File: src/gps_pkg.sv
package gps_pkg;
    localparam int          ADDR_W          = 8;
    localparam int          DATA_W          = 8;
    localparam logic [7:0]  OFF_GEN_CTRL    = 8'h00;
    localparam logic [7:0]  OFF_REVISION    = 8'h04;
    localparam logic [7:0]  OFF_CORE_SEL    = 8'h11;
    localparam logic [7:0]  OFF_BLOCK_SEL   = 8'h12;
    localparam logic [7:0]  PAGE_BASE       = 8'h20;
    localparam logic [7:0]  RST_GEN_CTRL    = 8'h00;
    localparam logic [7:0]  RST_CORE_SEL    = 8'h00;
    localparam logic [7:0]  RST_BLOCK_SEL   = 8'h00;
    localparam int          GEN_SOFT_RST    = 0;
    localparam int          GEN_WRITE_ONE   = 7;
    localparam logic [7:0]  BLOCK_SEL_MASK  = 8'h7f;
    localparam int          SOFT_RST_CYC    = 4;
    localparam logic [2:0]  SOFT_RST_LAST   = 3'h3;
    localparam int          PAGE_CNT        = 15;
endpackage

File: src/gps_regs.sv
`timescale 1ns/100ps
module gps_regs
    import gps_pkg::*;
#(
    parameter logic [7:0] REVISION_CODE = 8'h5a  // Arbitrary value
)
(
    input  wire logic                  sys_clk,
    input  wire logic                  resetn,
    input  wire logic [ADDR_W-1:0]     addr,
    input  wire logic [DATA_W-1:0]     wdata,
    input  wire logic                  wr_stb,
    input  wire logic                  rd_stb,
    output logic [DATA_W-1:0]          rdata,
    output logic                       soft_device_reset,
    output logic                       core_a_half1_sel,
    output logic                       core_a_half2_sel,
    output logic                       core_b_half1_sel,
    output logic                       core_b_half2_sel,
    output logic                       core_c_half1_sel,
    output logic                       core_c_half2_sel,
    output logic                       core_d_half1_sel,
    output logic                       core_d_half2_sel,
    output logic                       top_digital_page_sel,
    output logic                       channel_a_page_sel,
    output logic                       channel_b_page_sel,
    output logic                       channel_c_page_sel,
    output logic                       channel_d_page_sel,
    output logic                       link_pair_ab_sel,
    output logic                       link_pair_cd_sel,
    output logic [PAGE_CNT-1:0]        page_wr,
    output logic [PAGE_CNT-1:0]        page_rd,
    output logic [ADDR_W-1:0]          page_addr,
    output logic [DATA_W-1:0]          page_wdata
);
    typedef struct packed {
        logic [7:0]           gen_ctrl;
        logic [7:0]           core_sel;
        logic [7:0]           block_sel;
        logic [2:0]           rst_cnt;
        logic                 rst_busy;
        logic [7:0]           rdata;
        logic [PAGE_CNT-1:0]  page_wr;
        logic [PAGE_CNT-1:0]  page_rd;
        logic [7:0]           page_addr;
        logic [7:0]           page_wdata;
    } gps_state_t;

    gps_state_t state_reg;
    gps_state_t state_next;
    logic [PAGE_CNT-1:0] hit_wr;
    logic [PAGE_CNT-1:0] hit_rd;

    function automatic logic is_page(input logic [7:0] a);
        is_page = (a >= PAGE_BASE);
    endfunction

    gps_page_route u_route_wr (
        .core_sel  (state_reg.core_sel),
        .block_sel (state_reg.block_sel),
        .page_acc  (wr_stb && is_page(addr)),
        .page_hit  (hit_wr)
    );
    gps_page_route u_route_rd (
        .core_sel  (state_reg.core_sel),
        .block_sel (state_reg.block_sel),
        .page_acc  (rd_stb && is_page(addr)),
        .page_hit  (hit_rd)
    );

    always_comb
    begin
        state_next = state_reg;
        state_next.rdata = 8'h00;
        state_next.page_wr = hit_wr;
        state_next.page_rd = hit_rd;
        if (wr_stb || rd_stb)
        begin
            state_next.page_addr = addr;
        end
        if (wr_stb)
        begin
            state_next.page_wdata = wdata;
        end
        // Soft reset pulse held for a few cycles, then self-clears
        if (state_reg.rst_busy)
        begin
            if (state_reg.rst_cnt == SOFT_RST_LAST)
            begin
                state_next.rst_busy = 1'b0;
                state_next.rst_cnt = 3'h0;
                state_next.gen_ctrl[GEN_SOFT_RST] = 1'b0;
            end
            else
            begin
                state_next.rst_cnt = state_reg.rst_cnt + 3'h1;
            end
        end
        if (wr_stb)
        begin
            case (addr)
                OFF_GEN_CTRL:
                begin
                    state_next.gen_ctrl = wdata;
                    if (wdata[GEN_SOFT_RST])
                    begin
                        state_next.rst_busy = 1'b1;
                        state_next.rst_cnt = 3'h0;
                    end
                end
                OFF_CORE_SEL:  state_next.core_sel = wdata;
                OFF_BLOCK_SEL: state_next.block_sel = wdata & BLOCK_SEL_MASK;
                default: ; // Revision writes ignored
            endcase
        end
        if (rd_stb)
        begin
            case (addr)
                OFF_GEN_CTRL:  state_next.rdata = state_reg.gen_ctrl;
                OFF_REVISION:  state_next.rdata = REVISION_CODE;
                OFF_CORE_SEL:  state_next.rdata = state_reg.core_sel;
                OFF_BLOCK_SEL: state_next.rdata = state_reg.block_sel;
                default:       state_next.rdata = 8'h00;
            endcase
        end
        // Soft reset clears selects, overriding a same-cycle select write
        if (state_reg.rst_busy)
        begin
            state_next.core_sel = RST_CORE_SEL;
            state_next.block_sel = RST_BLOCK_SEL;
            state_next.page_wr = '0;
            state_next.page_rd = '0;
        end
    end

    always_ff @(posedge sys_clk or negedge resetn)
    begin
        if (!resetn)
        begin
            state_reg <= '0;
        end
        else
        begin
            state_reg <= state_next;
        end
    end

    assign rdata = state_reg.rdata;
    assign soft_device_reset = state_reg.rst_busy;
    assign {core_d_half2_sel, core_d_half1_sel, core_c_half2_sel, core_c_half1_sel,
            core_b_half2_sel, core_b_half1_sel, core_a_half2_sel,
            core_a_half1_sel} = state_reg.core_sel;
    assign {link_pair_cd_sel, link_pair_ab_sel, channel_d_page_sel, channel_c_page_sel,
            channel_b_page_sel, channel_a_page_sel,
            top_digital_page_sel} = state_reg.block_sel[6:0];
    assign page_wr = state_reg.page_wr;
    assign page_rd = state_reg.page_rd;
    assign page_addr = state_reg.page_addr;
    assign page_wdata = state_reg.page_wdata;
endmodule

File: src/gps_page_route.sv
`timescale 1ns/100ps
module gps_page_route
    import gps_pkg::*;
(
    input  wire logic [7:0]            core_sel,
    input  wire logic [7:0]            block_sel,
    input  wire logic                  page_acc,
    output logic [PAGE_CNT-1:0]        page_hit
);
    // Bits 7..0 core halves, then block bits 6..0 above them
    always_comb
    begin
        page_hit = {PAGE_CNT{page_acc}} & {block_sel[6:0], core_sel};
    end
endmodule

File: config.mk
export PLATFORM = sky130hd
export DESIGN_NAME = gps_regs
export DESIGN_NICKNAME = d
export VERILOG_FILES = /design/src/gps_pkg.sv /design/src/gps_regs.sv /design/src/gps_page_route.sv
export SDC_FILE = /design/constraint.sdc
export NUM_CORES = 1
export LEC_CHECK = 0
export ABC_AREA = 1
export BUFFER_PORTS_ARGS = -buffer_cell sky130_fd_sc_hd__buf_2
export CAP_MARGIN = 15
export CORE_MARGIN = 5
export CORE_UTILIZATION = 50
export CTS_CLUSTER_SIZE = 24
export DETAILED_ROUTE_END_ITERATION = 6
export GPL_ROUTABILITY_DRIVEN = 1
export PLACE_DENSITY_LB_ADDON = 0.05
export SYNTH_ARGS = -nofsm -noshare
export SYNTH_HDL_FRONTEND = slang
export SYNTH_SLANG_ARGS = --single-unit
File: constraint.sdc
create_clock -name sys_clk -period 3.9 [get_ports sys_clk]
set_clock_uncertainty 0.1 [all_clocks]
set_input_delay 0.78 -clock sys_clk [delete_from_list [all_inputs] [get_ports sys_clk]]
set_output_delay 0.78 -clock sys_clk [all_outputs]
set_load 0.005 [all_outputs]
# Word-level counts from Yosys, hierarchy flattened
# Index checks and enable logic that the tools add are counted.
# op_classes
magnitude_cmp,1
addsub,1
n_reduce_logical,10
mux,15
bitwise_logic,2
eq_ne,4
# ops
operator,count
$pmux 8 s4,1
$and 15x15->15,2
$mux 30,1
$mux 8,3
$mux 21,1
$eq 8x5->1 const B,2
$mux 16,1
$mux 4,3
$eq 8x3->1 const B,1
$ge 8x6->1 const B,1
$logic_not 8->1,1
$reduce_and 2->1,3
$reduce_bool 2->1,3
$mux 1,4
$add 3x1->3 const B,1
$eq 3x2->1 const B,1
$mux 3,1
$logic_and 1x1->1,2
$logic_or 1x1->1,1
# totals
out_inout_bits,70
input_bits,20
elab_cells,44
ff_bits,82

# Logic depth before layout (Yosys ltp)
# Gate-level depths: netlist of run 1.
# depth
depth_word,7
depth_mapped,8
ltp_nobuf,8

# Hierarchy
# Synthesis of run 1 repeated with hierarchy kept, for this count alone.
# hier_totals
hier_cells,478
hier_area_um2,3961.3
# modules_own_cells
module,seq_area_each_um2,cells_per_inst,n_inst,area_per_inst_um2
gps_regs,2026.9,416,1,3713.6
gps_page_route,0.0,31,2,123.9

# Least setup slack after synthesis of run 1
# OpenSTA, ideal clock, no wires.
# synth_timing
kind,input port to flip-flop
from,input port addr[2]
to,"register state_reg, in the netlist core_a_half1_sel"
slack_ns,2.140
cell_stages,6
arrival_time_ns,1.531
n_path_buf,0
required_time_ns,3.672
cell_sequence,inv_1 > nand2_1 > nor2_4 > nand2_2 > nor2_4 > o22ai_1
# synth_between
elab_chain_len,3
# synth_rtl
element,line,text
"start, declared",gps_regs.sv:10,"input wire logic [ADDR_W-1:0] addr,"
$eq 8x5->1,gps_regs.sv:101,case (addr)
$reduce_bool 2->1 (no source line),n/a,
$reduce_and 2->1 (no source line),n/a,
"end signal, assigned",gps_regs.sv:144,state_reg <= state_next;
"end, declared",gps_regs.sv:49,gps_state_t state_reg;
# Every way passes these cells.
# A chain may end at the register's enable or synchronous reset.

# Final worst setup path of run 1
# layout_timing
from,"register state_reg, in the netlist soft_device_reset"
to,"register state_reg, in the netlist core_d_half1_sel"
# layout_between
elab_chain_len,2
elab_cells_between_ends,4
# layout_rtl
element
$reduce_bool 2->1 (no source line)
$reduce_and 2->1 (no source line)
# Parallel ways exist; a longest one is shown, timed or not.

==> results of run 1 <==
==> tightest hold or removal path: cells and delay by family (launching register included) <==
family,cells,cell delay (ns)
flops,1,0.35
simple gates,2,0.10
==> final timing paths <==
path / startpoint / to / slack, ns / cells past startpoint
min in group asynchronous: resetn / page_wdata[4]$_DFFE_PN0P_ / 0.46 / 1
worst min-delay path: state_reg[81]$_DFFE_PN0P_ / state_reg[81]$_DFFE_PN0P_ / 0.38 / 2
worst max register to register: soft_device_reset$_DFF_PN0_ / core_d_half1_sel$_DFFE_PN0P_ / 1.59 / 3
worst min register to register: state_reg[81]$_DFFE_PN0P_ / state_reg[81]$_DFFE_PN0P_ / 0.38 / 2
worst max-delay path: soft_device_reset$_DFF_PN0_ / core_d_half1_sel$_DFFE_PN0P_ / 1.59 / 3
max in group asynchronous: resetn / rdata[5]$_DFF_PN0_ / 2.55 / 1
==> layout by cell type, fill, tap and decap left out, types with 7 or more instances in the layout <==
cell type / instances
o22ai_1: 8
nand3_1: 34
nor3_1: 14
dfrtp_1: 81
o21ai_0: 12
nand2_1: 77
inv_1: 27
clkbuf_8: 11
nor2_1: 30
buf_2: 88
or2_0: 7
==> per-layer routing <==
layer,GRT usage (%),wire (microns)
met3,4.03,447
met5,0,0
met1,28.3,3780
met2,26.3,3420
met4,5.41,85
==> power breakdown <==
part	switching, uW	total, uW	internal [uW]	leakage [uW]
Clock	308	643	334	0.000102
Combinational	107	168	61.1	0.00100
Sequential	30.1	912	882	0.00109
==> cell type report <==
cell class,instances,area [sq um]
Sequential cell,81,2030
Clock buffer,11,151
Timing Repair Buffer,90,455
Multi-Input combinational cell,207,1000
Fill cell,720,3200
Inverter,30,113
Clock inverter,5,62.6
Tap cell,99,124
==> cell families after synthesis <==
kind of cell    Yosys count  synth area share, %
compound gates           31                 4.83
flops                    81                 55.9
simple gates            172                 21.5
mux                       3                0.932
fa+ha+maj                 1                0.345
buf+inv                  97                 16.4
==> synthesized netlist by cell type <==
master    number  area [sq um]
o211ai_1       1          7.51
dfrtp_1       81          2030
o22ai_1        8          50.1
nand2_2        3          18.8
o21ai_2        2          17.5
mux2_2         3          33.8
or2_0          7          43.8
o21ai_1        6          30.0
buf_2          7          35.0
ha_1           1          12.5
nand3_2        1          10.0
inv_1         27           101
nor2_4         3          33.8
nor2_8         1          20.0
nor3_1        14          70.1
nand3_1       34           170
nand4_1        1          6.26
o21ai_0       12          60.1
buf_4         57           428
inv_2          2          7.51
buf_6          1          11.3
nand2_1       77           289
clkbuf_1       1          3.75
clkinv_1       1          3.75
buf_1          1          3.75
nor2_1        30           113
a21oi_1        2          10.0
nor2_2         1          6.26
==> per-stage QoR <==
stage                     total power [uW]  hold WS (ns)  util [%]  worst slack, ns  instances
after floorplan                       1040         0.342         -             2.14        385
final                                 1720         0.380      55.1             1.59        523
after global routing                  1820         0.391      55.1             1.35        523
after CTS                             1740         0.382      55.1             1.61        523
after global placement                1100         0.356      52.1             1.65        507
after detailed placement              1100         0.358      52.1             1.64        507
==> flow_summary_export.csv, run 1 <==
group,metric,value,unit
layout,n_antenna_cell,0,
setup_path,crit_buf_inv,1,
power,cellPowerDensity,438,nW/um^2
clock_tree,clockBufferDepth,2,
routing,viasPerCell,4.76,
setup_path,crit_chain,"clkinv_1 > nand2_1 > o22ai_1",
global_routing,grt_overflow,0,
setup_path,slowest_delay,0.76,ns
job,cap_violations,0,
outcome,status,"finished clean",
yosys,netlist_area,3620,sq um
clock_tree,cts-buffers-inserted,9,
clock_tree,holdBufCountCts,0,
die,initial_core_util,50.8,%
timing,finalMaxSlewViolations,0,
timing,relSlewSlack,32.8,%
setup_path,cpMaxStageDelayCell,"clkinv_1",
yosys,synth.distinct_cells,28,
layout,syn_to_final_growth,8.60,%
yosys,synthCells,385,
global_routing,grt_max_degree,82,
yosys,avgSynthCellArea,9.41,sq um
timing,period_share,59.1,%
layout,fin_nets,440,
yosys,synth_fp_nets,406,
timing,setup_violations,0,
die,die_h,95.1,microns
power,leakagePower,0.00220,uW
setup_path,critPathKind,"flip-flop to flip-flop",
clock_tree,cts.clk_slew.worst_paths,0.08,ns
yosys,ys_ff_latch,81,
clock_tree,cts_setup_buffers,0,
global_routing,antenna_found_initial,0,
setup_path,crit_arrival,2.41,ns
clock_tree,cts_root_buf,"clkbuf_8",
place,placed_cell_area,3720,sq um
routing,antenna_left,0,
hold_path,hp-class,"flip-flop to flip-flop",
die,dieArea,9050,sq um
die,coreArea,7140,sq um
timing,hold_viol_final,0,
clock_tree,cts.sinks,81,
setup_path,critPathRequiredTime,4.01,ns
routing,routed_wl,7740,microns
global_routing,grt_pass1_wl,12700,microns
setup_path,end_kind,"flip-flop",
timing,max_freq,434,MHz
timing,fin_crit,2.31,ns
layout,drive_gt1_share,28.8,%
place,dp_hpwl,5520,microns
routing,drtPass1Iterations,4,
clock_tree,cts_tree,"done",
routing,drtIter0Drc,115,
place,routabilityCongestion,0.885,
setup_path,path_delay_family,"buffers and inverters",
yosys,seq_area_frac_synth,55.9,%
timing,max_slew.worst_pin.slew,1.01,ns
setup_path,crit_path_start_kind,"flip-flop",
global_routing,grt.total_usage,18.5,%
power,ir_worst_vdd,0.000182,V
place,portBuffers,89,
clock_tree,insertion_delay,0.35,ns
timing,tns,0,ns
die,die-width,95.1,microns
routing,wire_per_inst,14.8,microns
clock_tree,cts-resized-gates,0,
timing,rsz0062_at_grt,"false",
die,ios,90,
clock_tree,htree_levels,3,
layout,stdcell_area,3940,sq um
routing,drc,0,
setup_path,crit_fanout,26,
routing,vias,2489,
die,rows,31,
global_routing,grt_pass1_vias,2419,
yosys,synth_warnings,0,
Note: power is estimated with default switching activity, not from simulation.
==> run 2: changes to the inputs <==
--- a/config.mk
+++ b/config.mk
@@ -9,7 +9,7 @@
 export BUFFER_PORTS_ARGS = -buffer_cell sky130_fd_sc_hd__buf_2
 export CAP_MARGIN = 15
 export CORE_MARGIN = 5
-export CORE_UTILIZATION = 50
+export CORE_UTILIZATION = 48
 export CTS_CLUSTER_SIZE = 24
 export DETAILED_ROUTE_END_ITERATION = 6
 export GPL_ROUTABILITY_DRIVEN = 1
==> constraint.sdc (replaced) <==
create_clock -name sys_clk -period 1.9 [get_ports sys_clk]
set_clock_uncertainty 0.1 [all_clocks]
set_input_delay 0.38 -clock sys_clk [delete_from_list [all_inputs] [get_ports sys_clk]]
set_output_delay 0.38 -clock sys_clk [all_outputs]
set_load 0.005 [all_outputs]
==> run 2 against run 1 <==
Cell area is 3.1% higher. Critical endpoint is now soft_device_reset. Routed wire length is 1.3% lower. Clock power rose by 140%.
==> flow_summary_export.csv, run 2 (same netlist as run 1, synthesis figures left out) <==
group,metric,value,unit
die,die-width,96.9,microns
clock_tree,insertion_delay,0.34,ns
setup_path,crit_start,"soft_device_reset$_DFF_PN0_",
place,routabilityCongestion,0.822,
power,leakagePower,0.00226,uW
setup_path,reg2regPathDepth,4,
timing,relSlewSlack,68.7,%
layout,drive_gt1_share,30.0,%
clock_tree,cts.sinks,81,
power,ir_worst_vdd,0.000453,V
clock_tree,cts_tree,"done",
global_routing,grt_max_degree,82,
timing,fin_crit,1.55,ns
timing,rsz0062_at_grt,"false",
layout,n_antenna_cell,0,
place,placed_cell_area,3790,sq um
setup_path,crit_path_start_kind,"flip-flop",
layout,stdcell_area,4060,sq um
routing,drtPass1Iterations,4,
power,power_switching,912,uW
die,initial_core_util,49.7,%
setup_path,timing.rr.start,"soft_device_reset$_DFF_PN0_",
place,dp_hpwl,5600,microns
routing,drtIter0Drc,116,
outcome,status,"finished clean",
layout,final_common_cell,"buf_2",
power,intPower,2870,uW
clock_tree,cts_root_buf,"clkbuf_8",
layout,final_util,55.6,%
setup_path,crit_fanout,18,
power,clockPowerShare,40.6,%
layout,layout_common_cells,"buf_2, dfrtp_1, nand2_1",
routing,vias,2513,
hold_path,hp-class,"input pin to flip-flop",
routing,wire_per_inst,14.3,microns
clock_tree,cts.clk_slew.worst_paths,0.09,ns
timing,period_share,81.3,%
setup_path,end_kind,"output pin",
layout,fin_nets,449,
routing,drc,0,
die,coreArea,7290,sq um
timing,max_freq,647,MHz
place,portBuffers,89,
power,seqPwrFrac,49.3,%
global_routing,grt_overflow,0,
timing,hold_viol_final,0,
layout,syn_to_final_growth,11.9,%
timing,tns,0,ns
die,die_h,96.9,microns
setup_path,reg2reg_slack,0.38,ns
setup_path,endpoint,"soft_device_reset",
timing,max_slew.worst_pin.slew,0.470,ns
global_routing,grt.total_usage,17.1,%
power,p_comb_share,10.1,%
global_routing,grt_pass1_vias,2469,
die,dieArea,9390,sq um
setup_path,r2r_end,"core_c_half2_sel$_DFFE_PN0P_",
power,power.total,3780,uW
routing,routed_wl,7630,microns
clock_tree,clockBufferDepth,2,
routing,antenna_left,0,
setup_path,crit_arrival,1.07,ns
clock_tree,cts-buffers-inserted,9,
timing,finalMaxSlewViolations,0,
routing,viasPerCell,4.72,
setup_path,critPathKind,"flip-flop to output pin",
setup_path,critPathRequiredTime,1.42,ns
power,switching_share,24.1,%
timing,setup_violations,0,
clock_tree,htree_levels,3,
power,cellPowerDensity,932,nW/um^2
job,cap_violations,0,
global_routing,antenna_found_initial,0,
global_routing,grt_pass1_wl,13000,microns
die,rows,31,
die,ios,90,
## run 2: cell count changes in the layout (fill, tap and decap cells not counted), sizes merged
cell | before | now
buf | 90 | 98
bufinv | 1 | 3
clkbuf | 11 | 10
clkinv | 2 | 1
dlygate4sd3 | 0 | 1
## run 2: repair_timing
action / 4_1_cts / 5_1_grt
hold buffers: 1 / 0
endpoints found under the hold margin: 81 / 0
resized for setup: 0 / 0
setup buffers: 0 / 0
## run 2: metal layers
metal	vias up	GRT usage, %	share of wire [%]
li1	1255	-	-
met1	1189	24.5	49
met2	67	25.5	45
met3	2	4.24	5.3
met4	0	5.51	0.45
met5	-	0	0
## run 2: power by group through the flow
stage | combinational, uW | clock, uW | sequential (uW)
after floorplan | 256 | 0 | 1890
after global routing | 442 | 1640 | 1880
after global placement | 377 | 0 | 1900
final | 382 | 1540 | 1860
after detailed placement | 386 | 0 | 1900
after CTS | 390 | 1570 | 1860
## run 2: worst max-delay path: stages (launching register included)
cell and delay [ns]:
dfrtp_1 0.36, buf_4 0.22, buf_2 0.15
## run 2: worst min-delay path by stage
stage,startpoint,to,slack [ns],cells after the start
after floorplan,resetn,channel_a_page_sel$_DFFE_PN0P_,-0.02,0
after detailed placement,resetn,page_wdata[1]$_DFFE_PN0P_,0.34,2
after CTS,addr[6],page_addr[6]$_DFFE_PN0P_,0.18,2
final,addr[6],page_addr[6]$_DFFE_PN0P_,0.20,2
after global placement,resetn,page_wdata[4]$_DFFE_PN0P_,0.34,2
after global routing,addr[6],page_addr[6]$_DFFE_PN0P_,0.19,2
## run 2: final cells by class
type,instances,area [sq um]
Multi-Input combinational cell,207,1000
Sequential cell,81,2030
Clock inverter,6,114
Clock buffer,10,138
Tap cell,99,124
Fill cell,734,3240
Timing Repair Buffer,99,538
Inverter,30,113
## run 2: through the flow
step / worst slack [ns] / hold WS [ns] / cells
global placement: 0.153 / 0.341 / 515
finish: 0.354 / 0.195 / 532
CTS: 0.329 / 0.176 / 532
detailed placement: 0.146 / 0.341 / 515
global route: 0.295 / 0.186 / 532
floorplan: 0.540 / -0.0156 / 385
